File: config.mk
export PLATFORM = sky130hd
export DESIGN_NAME = pit_device_end_flat
export DESIGN_NICKNAME = d
export VERILOG_FILES = /design/src/rtl/pit_pkg.sv /design/src/rtl/pit_bus_if.sv /design/src/rtl/pit_device_end.sv /design/src/flat_wrapper.sv
export SDC_FILE = /design/constraint.sdc
export NUM_CORES = 1
export LEC_CHECK = 0
export BUFFER_PORTS_ARGS = -buffer_cell sky130_fd_sc_hd__buf_2
export CAP_MARGIN = 10
export CORE_ASPECT_RATIO = 0.6
export CORE_MARGIN = 2
export CORE_UTILIZATION = 35
export CTS_BUF_LIST = sky130_fd_sc_hd__clkbuf_16
export CTS_CLUSTER_DIAMETER = 80
export DETAILED_ROUTE_END_ITERATION = 7
export PLACE_DENSITY = 0.74
export SYNTH_ARGS = -nofsm -noshare
export SYNTH_HDL_FRONTEND = slang
export SYNTH_SLANG_ARGS = --single-unit
export TNS_END_PERCENT = 20
File: constraint.sdc
create_clock -name mclk -period 1.9 [get_ports mclk]
set_input_delay 0.095 -clock mclk [delete_from_list [all_inputs] [get_ports mclk]]
set_output_delay 0.095 -clock mclk [all_outputs]
set_load 0.02 [all_outputs]
File: src/rtl/pit_pkg.sv
/*
  shared constants for both ends of the parallel interface/timer host bus port.
  assumes one clock, mclk, at 250 mhz; one mclk period stands for one device clock.
*/
// Functional notes
// sample chip select and strobe each clock
// dma request asserted three clocks after select
// dma request held three clock periods
// port irq asserted three clocks after strobe
// irq released three clocks after clearing access
// internal work done three clocks after acknowledge
// new select waits until internal work done
// acknowledge may come one clock late
// host holds select until acknowledge seen
// timer input at most clock rate, prescaled
// timer input at most eighth rate, bypassed
// run/halt low held at least one clock
// timer input period exceeds clock period
// acknowledge and data released when cycle ends
package pit_pkg;
  localparam int unsigned  MCLK_HZ          = 250_000_000;
  localparam int unsigned  DATA_W           = 8;
  localparam int unsigned  RS_W             = 5;
  // delays in device clock periods, one mclk each
  localparam int unsigned  DMA_DELAY_CYC    = 3;
  localparam int unsigned  DMA_HOLD_CYC     = 3;
  localparam int unsigned  IRQ_DELAY_CYC    = 3;
  localparam int unsigned  BUSY_CYC         = 3;
  localparam logic [1:0]   BUSY_LOAD        = 2'h3;
  localparam logic [RS_W-1:0] IRQ_CLEAR_RS  = 5'h0d;
  // timer input hold per level: period 2 prescaled, 8 bypassed
  localparam logic [2:0]   TIN_HOLD_PRE     = 3'h1;
  localparam logic [2:0]   TIN_HOLD_BYP     = 3'h4;
  localparam logic [DATA_W-1:0] DATA_RESET  = 8'h00;

  typedef enum logic [3:0] {
    st_idle = 4'b0001,
    st_load = 4'b0010,
    st_ack  = 4'b0100,
    st_neg  = 4'b1000
  } dev_state_t;

  typedef enum logic [3:0] {
    hs_idle = 4'b0001,
    hs_wait = 4'b0010,
    hs_end  = 4'b0100,
    hs_rel  = 4'b1000
  } host_state_t;
endpackage : pit_pkg

File: src/rtl/pit_bus_if.sv
/*
  bus wires between the host end and the device end.
  assumes both ends run on the same mclk; open-drain and three-state pins are
  resolved here from the drivers' enables, undriven lines read high.
*/
interface pit_bus_if;
  import pit_pkg::*;
  logic              cs_n;
  logic              rw_n;
  logic [RS_W-1:0]   register_select;
  logic              port_vector_ack_n;
  logic              timer_vector_ack_n;
  logic [DATA_W-1:0] data_host;
  logic [DATA_W-1:0] data_dev;
  logic              data_dev_oe;
  logic              ack_out;
  logic              ack_oe;
  logic              transfer_ack_n;
  logic              dma_request_n;
  logic              irq_oe;
  logic              port_irq_n;
  logic              handshake_in_strobe;
  logic              timer_input;
  logic [DATA_W-1:0] data_bus;

  assign transfer_ack_n = ack_oe ? ack_out : 1'b1;
  assign port_irq_n     = irq_oe ? 1'b0 : 1'b1;
  assign data_bus       = data_dev_oe ? data_dev : data_host;

  modport device (
    input  cs_n, rw_n, register_select, port_vector_ack_n, timer_vector_ack_n,
    input  data_host, handshake_in_strobe, timer_input,
    output data_dev, data_dev_oe, ack_out, ack_oe, dma_request_n, irq_oe
  );
  modport host (
    output cs_n, rw_n, register_select, port_vector_ack_n, timer_vector_ack_n,
    output data_host, timer_input,
    input  data_bus, transfer_ack_n, dma_request_n, port_irq_n
  );
endinterface : pit_bus_if

File: src/rtl/pit_device_end.sv
/*
  device end: bus cycle sequencing, dma request and port interrupt timing,
  timer input sampling.
  assumes bus inputs are synchronous to mclk; the strobe source drives
  handshake_in_strobe inside the interface from the bench.
*/
module pit_device_end
  import pit_pkg::*;
(
  input  wire logic              mclk,
  input  wire logic              resetn,
  pit_bus_if.device              bus,
  input  wire logic              dma_enable,
  input  wire logic [DATA_W-1:0] rd_data,
  input  wire logic [DATA_W-1:0] port_vector,
  input  wire logic [DATA_W-1:0] timer_vector,
  output logic                   acc_start_ff,
  output logic [RS_W-1:0]        acc_addr_ff,
  output logic                   wr_pulse_ff,
  output logic [DATA_W-1:0]      wr_data_ff,
  output logic                   busy_ff,
  output logic                   timer_tick_ff,
  output logic                   timer_halt_ff
);
  dev_state_t         state_ff;
  dev_state_t         nxt_state;
  logic [1:0]         busy_cnt_ff;
  logic [1:0]         kind_ff;
  logic               rw_n_ff;
  logic               strobe_ff;
  logic               tin_ff;
  logic [1:0]         dma_hold_ff;
  logic [DATA_W-1:0]  data_dev_ff;
  logic               data_oe_ff;
  logic               ack_out_ff;
  logic               ack_oe_ff;
  logic               dma_n_ff;
  logic               irq_oe_ff;
  logic               active;
  logic               start;
  logic               strobe_event;
  logic               clear_event;
  logic               dma_event;
  logic [2:0]         ev;
  logic [2:0]         ev_due;

  assign bus.data_dev      = data_dev_ff;
  assign bus.data_dev_oe   = data_oe_ff;
  assign bus.ack_out       = ack_out_ff;
  assign bus.ack_oe        = ack_oe_ff;
  assign bus.dma_request_n = dma_n_ff;
  assign bus.irq_oe        = irq_oe_ff;

  // a cycle is open while select or either vector acknowledge is low
  assign active = !bus.cs_n || !bus.port_vector_ack_n || !bus.timer_vector_ack_n;
  // one clock between sampling and acknowledge leaves room for the read path
  assign start  = (state_ff == st_idle) && active && (busy_cnt_ff == 2'h0);
  assign dma_event   = start && !bus.cs_n && dma_enable;
  assign clear_event = start && !bus.cs_n && !bus.rw_n
                       && (bus.register_select == IRQ_CLEAR_RS);
  assign strobe_event = strobe_ff && !bus.handshake_in_strobe;
  assign ev = {clear_event, strobe_event, dma_event};

  always_comb begin
    nxt_state = state_ff;
    case (state_ff)
      st_idle: begin
        if (start) begin
          nxt_state = st_load;
        end
      end
      st_load: begin
        nxt_state = st_ack;
      end
      st_ack: begin
        if (!active) begin
          nxt_state = st_neg;
        end
      end
      st_neg: begin
        nxt_state = st_idle;
      end
      default: begin
        nxt_state = st_idle;
      end
    endcase
  end

  always_ff @(posedge mclk or negedge resetn) begin
    if (!resetn) begin
      state_ff <= st_idle;
    end else begin
      state_ff <= nxt_state;
    end
  end

  // three-stage delay line per event: dma, strobe, clearing access
  genvar gi;
  generate
    for (gi = 0; gi < 3; gi++) begin : g_delay
      logic [2:0] line_ff;
      always_ff @(posedge mclk or negedge resetn) begin
        if (!resetn) begin
          line_ff <= 3'h0;
        end else begin
          line_ff <= {line_ff[1:0], ev[gi]};
        end
      end
      assign ev_due[gi] = line_ff[DMA_DELAY_CYC-1];
    end
  endgenerate

  // access capture, data and acknowledge drive
  always_ff @(posedge mclk or negedge resetn) begin
    if (!resetn) begin
      acc_start_ff <= 1'b0;
      acc_addr_ff  <= '0;
      kind_ff      <= 2'h0;
      rw_n_ff      <= 1'b1;
      wr_pulse_ff  <= 1'b0;
      wr_data_ff   <= DATA_RESET;
      data_dev_ff  <= DATA_RESET;
      data_oe_ff   <= 1'b0;
      ack_out_ff   <= 1'b1;
      ack_oe_ff    <= 1'b0;
    end else begin
      acc_start_ff <= start;
      wr_pulse_ff  <= 1'b0;
      if (start) begin
        acc_addr_ff <= bus.register_select;
        kind_ff     <= !bus.cs_n ? 2'h0 : (!bus.port_vector_ack_n ? 2'h1 : 2'h2);
        rw_n_ff     <= bus.rw_n;
        if (!bus.cs_n && !bus.rw_n) begin
          wr_pulse_ff <= 1'b1;
          wr_data_ff  <= bus.data_host;
        end
      end
      if (state_ff == st_load) begin
        ack_out_ff <= 1'b0;
        ack_oe_ff  <= 1'b1;
        if (kind_ff != 2'h0 || rw_n_ff) begin
          data_oe_ff  <= 1'b1;
          data_dev_ff <= (kind_ff == 2'h1) ? port_vector :
                         (kind_ff == 2'h2) ? timer_vector : rd_data;
        end
      end
      if (state_ff == st_ack && !active) begin
        ack_out_ff <= 1'b1;
        data_oe_ff <= 1'b0;
      end
      if (state_ff == st_neg) begin
        ack_oe_ff <= 1'b0;
      end
    end
  end

  // internal work of a cycle ends three clocks after its acknowledge
  always_ff @(posedge mclk or negedge resetn) begin
    if (!resetn) begin
      busy_cnt_ff <= 2'h0;
      busy_ff     <= 1'b0;
    end else begin
      if (state_ff == st_load) begin
        busy_cnt_ff <= BUSY_LOAD;
        busy_ff     <= 1'b1;
      end else if (busy_cnt_ff != 2'h0) begin
        busy_cnt_ff <= busy_cnt_ff - 2'h1;
        busy_ff     <= (busy_cnt_ff != 2'h1);
      end
    end
  end

  // dma request: low from its due clock for exactly three clocks
  always_ff @(posedge mclk or negedge resetn) begin
    if (!resetn) begin
      dma_n_ff    <= 1'b1;
      dma_hold_ff <= 2'h0;
    end else begin
      if (ev_due[0]) begin
        dma_n_ff    <= 1'b0;
        dma_hold_ff <= 2'(DMA_HOLD_CYC - 1);
      end else if (dma_hold_ff != 2'h0) begin
        dma_hold_ff <= dma_hold_ff - 2'h1;
      end else begin
        dma_n_ff <= 1'b1;
      end
    end
  end

  // port interrupt: a strobe due in the same clock as a release wins
  always_ff @(posedge mclk or negedge resetn) begin
    if (!resetn) begin
      irq_oe_ff <= 1'b0;
    end else begin
      if (ev_due[1]) begin
        irq_oe_ff <= 1'b1;
      end else if (ev_due[2]) begin
        irq_oe_ff <= 1'b0;
      end
    end
  end

  // timer input: edge per sampled rise, halt while low; a faster input is lost
  always_ff @(posedge mclk or negedge resetn) begin
    if (!resetn) begin
      strobe_ff     <= 1'b1;
      // idle level of the pin: a low here would fake a tick right after reset
      tin_ff        <= 1'b1;
      timer_tick_ff <= 1'b0;
      timer_halt_ff <= 1'b0;
    end else begin
      strobe_ff     <= bus.handshake_in_strobe;
      tin_ff        <= bus.timer_input;
      timer_tick_ff <= bus.timer_input && !tin_ff;
      timer_halt_ff <= !bus.timer_input;
    end
  end
endmodule : pit_device_end

File: src/flat_wrapper.sv
// flat-port wrapper written by rule: the top's interface ports become plain ports
module pit_device_end_flat import pit_pkg::*;
  (mclk, resetn, dma_enable, rd_data, port_vector, timer_vector, acc_start_ff, acc_addr_ff, wr_pulse_ff, wr_data_ff, busy_ff, timer_tick_ff, timer_halt_ff, bus_cs_n, bus_rw_n, bus_register_select, bus_port_vector_ack_n, bus_timer_vector_ack_n, bus_data_host, bus_handshake_in_strobe, bus_timer_input, bus_data_dev, bus_data_dev_oe, bus_ack_out, bus_ack_oe, bus_dma_request_n, bus_irq_oe);
  pit_bus_if bus_i ();
  input  wire logic mclk;
  input  wire logic resetn;
  input  wire logic dma_enable;
  input  wire logic [DATA_W-1:0] rd_data;
  input  wire logic [DATA_W-1:0] port_vector;
  input  wire logic [DATA_W-1:0] timer_vector;
  output logic acc_start_ff;
  output logic [RS_W-1:0] acc_addr_ff;
  output logic wr_pulse_ff;
  output logic [DATA_W-1:0] wr_data_ff;
  output logic busy_ff;
  output logic timer_tick_ff;
  output logic timer_halt_ff;
  input wire logic [$bits(bus_i.cs_n)-1:0] bus_cs_n;
  input wire logic [$bits(bus_i.rw_n)-1:0] bus_rw_n;
  input wire logic [$bits(bus_i.register_select)-1:0] bus_register_select;
  input wire logic [$bits(bus_i.port_vector_ack_n)-1:0] bus_port_vector_ack_n;
  input wire logic [$bits(bus_i.timer_vector_ack_n)-1:0] bus_timer_vector_ack_n;
  input wire logic [$bits(bus_i.data_host)-1:0] bus_data_host;
  input wire logic [$bits(bus_i.handshake_in_strobe)-1:0] bus_handshake_in_strobe;
  input wire logic [$bits(bus_i.timer_input)-1:0] bus_timer_input;
  output wire logic [$bits(bus_i.data_dev)-1:0] bus_data_dev;
  output wire logic [$bits(bus_i.data_dev_oe)-1:0] bus_data_dev_oe;
  output wire logic [$bits(bus_i.ack_out)-1:0] bus_ack_out;
  output wire logic [$bits(bus_i.ack_oe)-1:0] bus_ack_oe;
  output wire logic [$bits(bus_i.dma_request_n)-1:0] bus_dma_request_n;
  output wire logic [$bits(bus_i.irq_oe)-1:0] bus_irq_oe;
  assign bus_i.cs_n = bus_cs_n;
  assign bus_i.rw_n = bus_rw_n;
  assign bus_i.register_select = bus_register_select;
  assign bus_i.port_vector_ack_n = bus_port_vector_ack_n;
  assign bus_i.timer_vector_ack_n = bus_timer_vector_ack_n;
  assign bus_i.data_host = bus_data_host;
  assign bus_i.handshake_in_strobe = bus_handshake_in_strobe;
  assign bus_i.timer_input = bus_timer_input;
  assign bus_data_dev = bus_i.data_dev;
  assign bus_data_dev_oe = bus_i.data_dev_oe;
  assign bus_ack_out = bus_i.ack_out;
  assign bus_ack_oe = bus_i.ack_oe;
  assign bus_dma_request_n = bus_i.dma_request_n;
  assign bus_irq_oe = bus_i.irq_oe;
  pit_device_end u_core (.mclk(mclk), .resetn(resetn), .bus(bus_i), .dma_enable(dma_enable), .rd_data(rd_data), .port_vector(port_vector), .timer_vector(timer_vector), .acc_start_ff(acc_start_ff), .acc_addr_ff(acc_addr_ff), .wr_pulse_ff(wr_pulse_ff), .wr_data_ff(wr_data_ff), .busy_ff(busy_ff), .timer_tick_ff(timer_tick_ff), .timer_halt_ff(timer_halt_ff));
endmodule
==> flow_summary.yaml, run 1 <==
status:
  status: "complete, no violations"
timing:
  setup_slack_ps: 150.7
  min_period_ps: 1749
  grt_setup_unrepaired: "false"
  drv_slew: 0
  finalClockSkew_ps: 4.869
  fmaxAchievable_mhz: 571.7
  setup_tns_ps: 0
  setup_viol: 0
  worst_slew_pin_slew_ps: 663.6
  layout_worst_path_cycle_share_pct: 92.07
  slew_headroom_pct: 55.76
  hold_violations: 0
setup_path:
  cp.arrival_ps: 1920
  cp_cell_sequence: "or4b_1 -> or2_1 -> mux2_4"
  slowest_delay_ps: 530
  worst_setup_path_end_kind: "flop"
  crit_buf_inv: 0
  required_ps: 2070
  crit_slowest_cell: "or4b_1"
  crit_family: "simple AND/OR/NAND/NOR gates"
  worstPathMaxFanout: 8
  worstSetupPathType: "reg -> reg"
  start_kind: "flop"
floorplanning:
  dieArea_mm2: 0.006877
  pin_count: 77
  fp-row-count: 22
  core_mm2: 0.006056
  die_h_um: 65.04
  die_width_um: 105.7
  initial_core_util_pct: 35.89
clocking:
  clk_pin_slew_worst_paths_ps: 70
  cts.sinks: 53
  cts_tree: "yes"
  cts_root_buf: "clkbuf_16"
  cts_resized: 0
  cts_buffer_depth: 2
  insertion_delay_ps: 280
  htree_num_levels: 2
  cts_setup_buffers: 0
  holdBufCountCts: 5
  cts_buffers: 5
global_route:
  grt_pass1_wl_mm: 7.355
  grt_use_total_pct: 13.54
  grt_max_degree: 54
  grt_pass1_vias: 1563
  overflow: 0
  antenna_found_initial: 0
placement:
  port_buffers: 76
  dpl.hpwl_mm: 3.241
  gp_congestion: 0.7925
  dp_slack_ps: 150.0
synthesis:
  synth.net_count: 223
  ys_ff_latch: 53
  synth_warnings: 0
  ys_seq_area_share_pct: 61.37
  ys_types: 37
  syn_inst: 174
  avgSynthCellArea_um2: 12.49
  syn_area_mm2: 0.002173
  synthFlopType: "dfrtp_1"
  synth_edf_count: 0
  async_flop_share_pct: 100.0
finish:
  final_cell_mix: "buf_2, dfrtp_1, mux2_2"
  drive_gt1_share_pct: 45.35
  area_delta_synth_final_pct: 35.18
  multi_input_area_um2: 765.7
  final_common_cell: "buf_2"
  seqCellArea_mm2: 0.001334
  finalNetCount: 317
  diodes: 0
  fillCellCount: 579
pwr:
  irDropWorstVdd_uv: 631.7
  power.leakage_uw: 0.001454
  power.density_mw_per_mm2: 1568
route:
  first_pass_iters: 4
  via_per_inst: 4.453
  drc: 0
  vias: 1572
  ant_nets: 0
  wire_per_inst_um: 12.28
  drtIter0Drc: 70
  wl_mm: 4.334
min_path:
  worstHoldPathType: "in -> reg"
run:
  maxCapViolations: 0
==> metrics by stage <==
stage	util, %	instance area, um^2	total power (uW)	cells	hold WS, ps
final	48.51	2938	4605	353	33.95
after floorplan	-	2173	2975	174	-200.6
after global placement	44.86	2716	3573	340	214.3
after global routing	48.51	2938	4943	353	30.48
after CTS	48.51	2938	4667	353	30.15
after detailed placement	44.86	2716	3625	340	213.6
==> area by class of cell <==
class	instances	share of cell area (%)
clock buffer	5	4.259
multi-input combinational	104	26.06
timing repair buffer	93	17.72
clock inverter	3	1.576
tap	84	3.578
inverter	11	1.405
sequential	53	45.40
==> cell usage after synthesis (2+ instances only) <==
cell type,count,area share (%)
nor2b_1,2,0.58
buf_2,2,0.46
mux2_2,16,8.3
clkbuf_1,3,0.52
o31ai_1,6,2.1
nor2_1,15,2.6
a21oi_1,3,0.69
o22ai_1,6,1.7
mux2i_1,7,3.2
ha_1,3,1.7
nand2_1,6,1.0
nand2b_1,5,1.4
o21ai_0,7,1.6
dfstp_2,6,7.3
nand3_1,5,1.2
xor2_1,3,1.2
inv_1,11,1.9
o21bai_1,2,0.69
dfrtp_1,47,54
mux2_4,2,1.4
==> worst paths after layout <==
kind | end | slack, ps | cells after the start | start
min in group asynchronous | u_core.timer_halt_ff$_DFF_PN0_ | 470 | 3 | resetn
hold reg to reg | u_core.g_delay[1].line_ff[1]$_DFF_PN0_ | 350 | 0 | u_core.g_delay[1].line_ff[0]$_DFF_PN0_
max in group asynchronous | u_core.state_ff[3]$_DFFE_PN0P_ | 980 | 3 | resetn
setup reg to reg | u_core.bus.data_dev[6]$_DFFE_PN0P_ | 150 | 3 | u_core.state_ff[0]$_DFFE_PN1P_
hold / removal | u_core.g_delay[0].line_ff[0]$_DFF_PN0_ | 30 | 2 | bus_cs_n
setup / recovery | u_core.bus.data_dev[6]$_DFFE_PN0P_ | 150 | 3 | u_core.state_ff[0]$_DFFE_PN1P_
==> kinds of logic after synthesis <==
family                     synth area share, %
AOI/OAI and AO/OA                        8.924
xor gates and xnor gates                 1.209
adders and majority gates                1.727
buffers and inverters                    3.397
DFF                                      61.37
muxes                                    12.90
and+or+nand+nor                          10.48
==> metal layers <==
layer  track usage (%)  part of all wire, %  vias to the layer above  wire length [um]
li1                  -                    -                      792                 -
met1             19.54                   50                      738              2171
met2             20.24                   44                       40              1889
met3             4.225                  5.9                        2               256
met4             2.467                 0.35                        0                15
met5                 0                    0                        -                 0
==> state kept, by name, indices dropped and copies added, names as in the netlist, 2 cells and up <==
signal                  flops
u_core.kind_ff              2
u_core.bus.data_dev         8
u_core.dma_hold_ff          2
u_core.wr_data_ff           8
u_core.g_delay.line_ff      9
u_core.acc_addr_ff          5
u_core.state_ff             4
u_core.busy_cnt_ff          2
==> worst register-to-register path, delay by kind of cell, from the launching register on <==
family / cells / cell delay, ps
multiplexers: 1 / 340
AND/OR/NAND/NOR: 2 / 900
flip-flops: 1 / 390
==> power by group <==
group	switching [uW]	internal, uW
logic	1040	837
clock network	390	623
registers	185	1530
total	1610	2990
Note: power is estimated with default switching activity, not from simulation.
==> run 2, diff against run 1 <==
Settings changed: REMOVE_ABC_BUFFERS set to 1.
==> flow_summary.yaml, run 2 (same netlist as run 1, synthesis figures left out) <==
timing:
  setup_tns_ps: 0
  layout_worst_path_cycle_share_pct: 94.31
  setup_viol: 0
  grt_setup_unrepaired: "false"
  fmaxAchievable_mhz: 558.1
  min_period_ps: 1792
  drv_slew: 0
  worst_slew_pin_slew_ps: 581.2
  slew_headroom_pct: 61.26
  finalClockSkew_ps: 5.362
  hold_violations: 0
  setup_slack_ps: 108.1
route:
  first_pass_iters: 4
  ant_nets: 0
  wl_mm: 4.610
  via_per_inst: 4.695
  drc: 0
  drtIter0Drc: 93
  wire_per_inst_um: 13.13
  vias: 1648
finish:
  design_area_mm2: 0.002927
  drive_gt1_share_pct: 44.19
  fillCellCount: 574
  final_cell_mix: "buf_2, dfrtp_1, mux2_2"
  diodes: 0
  area_delta_synth_final_pct: 34.66
  finalNetCount: 315
  largest_reg_flops: 9
  regMostFlops: "u_core.g_delay.line_ff"
  final_common_cell: "buf_2"
setup_path:
  worstPathMaxFanout: 8
  required_ps: 2060
  start_kind: "flop"
  ff2ff_setup_slack_ps: 110
  worst_setup_path_end_kind: "flop"
  cp.arrival_ps: 1960
  worstSetupPathType: "reg -> reg"
global_route:
  grt_use_total_pct: 14.30
  overflow: 0
  grt_pass1_vias: 1642
  grt_max_degree: 30
  antenna_found_initial: 0
  grt_pass1_wl_mm: 7.783
clocking:
  insertion_delay_ps: 280
  cts.sinks: 53
  htree_num_levels: 2
  cts_tree: "yes"
  cts_setup_buffers: 0
  cts_buffers: 5
  cts_resized: 0
  cts_root_buf: "clkbuf_16"
  clk_pin_slew_worst_paths_ps: 60
  cts_buffer_depth: 2
  holdBufCountCts: 5
pwr:
  power.leakage_uw: 0.001451
  irDropWorstVdd_uv: 746.8
  power.density_mw_per_mm2: 1561
run:
  maxCapViolations: 0
floorplanning:
  dieArea_mm2: 0.006877
  die_width_um: 105.7
  initial_core_util_pct: 35.89
  core_mm2: 0.006056
  die_h_um: 65.04
  pin_count: 77
  fp-row-count: 22
placement:
  port_buffers: 76
  dp_slack_ps: 132.6
  gp_congestion: 0.7352
  dpl.hpwl_mm: 3.364
  placed_area_mm2: 0.002714
status:
  status: "complete, no violations"
min_path:
  worstHoldPathType: "in -> reg"
## run 2: cell types whose count changed in the layout (fill, tap and decap cells not counted), sizes merged
cell / previous run / this run
buf: 88 / 86
clkinvlp: 1 / 0
inv: 11 / 12
## run 2: through the flow
| stage | hold slack, ps | std cells | total power, uW | util [%] |
|---|---|---|---|---|
| 2_1_floorplan | -200.6 | 168 | 2949 | - |
| 3_3_place_gp | 131.0 | 338 | 3547 | 44.81 |
| 3_5_place_dp | 131.4 | 338 | 3600 | 44.81 |
| 4_1_cts | 35.00 | 351 | 4619 | 48.33 |
| 5_1_grt | 36.11 | 351 | 4877 | 48.33 |
| 6_report | 39.82 | 351 | 4569 | 48.33 |
## run 2: cell type report
cell class                 instances  area [um^2]  share of cell area (%)
clock buffer                       5        125.1                   4.275
clock inverter                     3        37.54                   1.283
inverter                          11        41.29                   1.411
multi-input combinational        104        765.7                   26.16
sequential                        53         1334                   45.58
tap                               84        105.1                   3.591
timing repair buffer              91        518.0                   17.70
## run 2: path summary, 6_finish.rpt
path                                                             start                                     end  depth (start not counted)
min in group asynchronous                                       resetn      u_core.bus.data_dev[4]$_DFFE_PN0P_                          2
worst max register to register          u_core.state_ff[0]$_DFFE_PN1P_      u_core.bus.data_dev[6]$_DFFE_PN0P_                          3
worst max-delay path                    u_core.state_ff[0]$_DFFE_PN1P_      u_core.bus.data_dev[6]$_DFFE_PN0P_                          3
max in group asynchronous                                       resetn              u_core.strobe_ff$_DFF_PN1_                          3
worst min-delay path                                  bus_data_host[7]        u_core.wr_data_ff[7]$_DFFE_PN0P_                          2
worst min register to register  u_core.g_delay[0].line_ff[0]$_DFF_PN0_  u_core.g_delay[0].line_ff[1]$_DFF_PN0_                          0
## run 2: worst max-delay path, cell delays in order, from the launching register on
cell     delay [ps]
dfstp_2         390
or4b_1          550
or2_1           390
mux2_4          340
## run 2: where the power goes
group	switching [uW]	leakage [uW]	internal, uW	total (uW)
clock network	365	0.0000826	612	977
logic	1030	0.000729	815	1850
registers	211	0.000639	1530	1740
## run 2: layer usage
layer	track usage, %	wire (um)	vias to the layer above
li1	-	-	784
met3	3.521	257	7
met5	0	0	-
met4	4.276	56	0
met1	19.90	2221	810
met2	22.26	2075	47
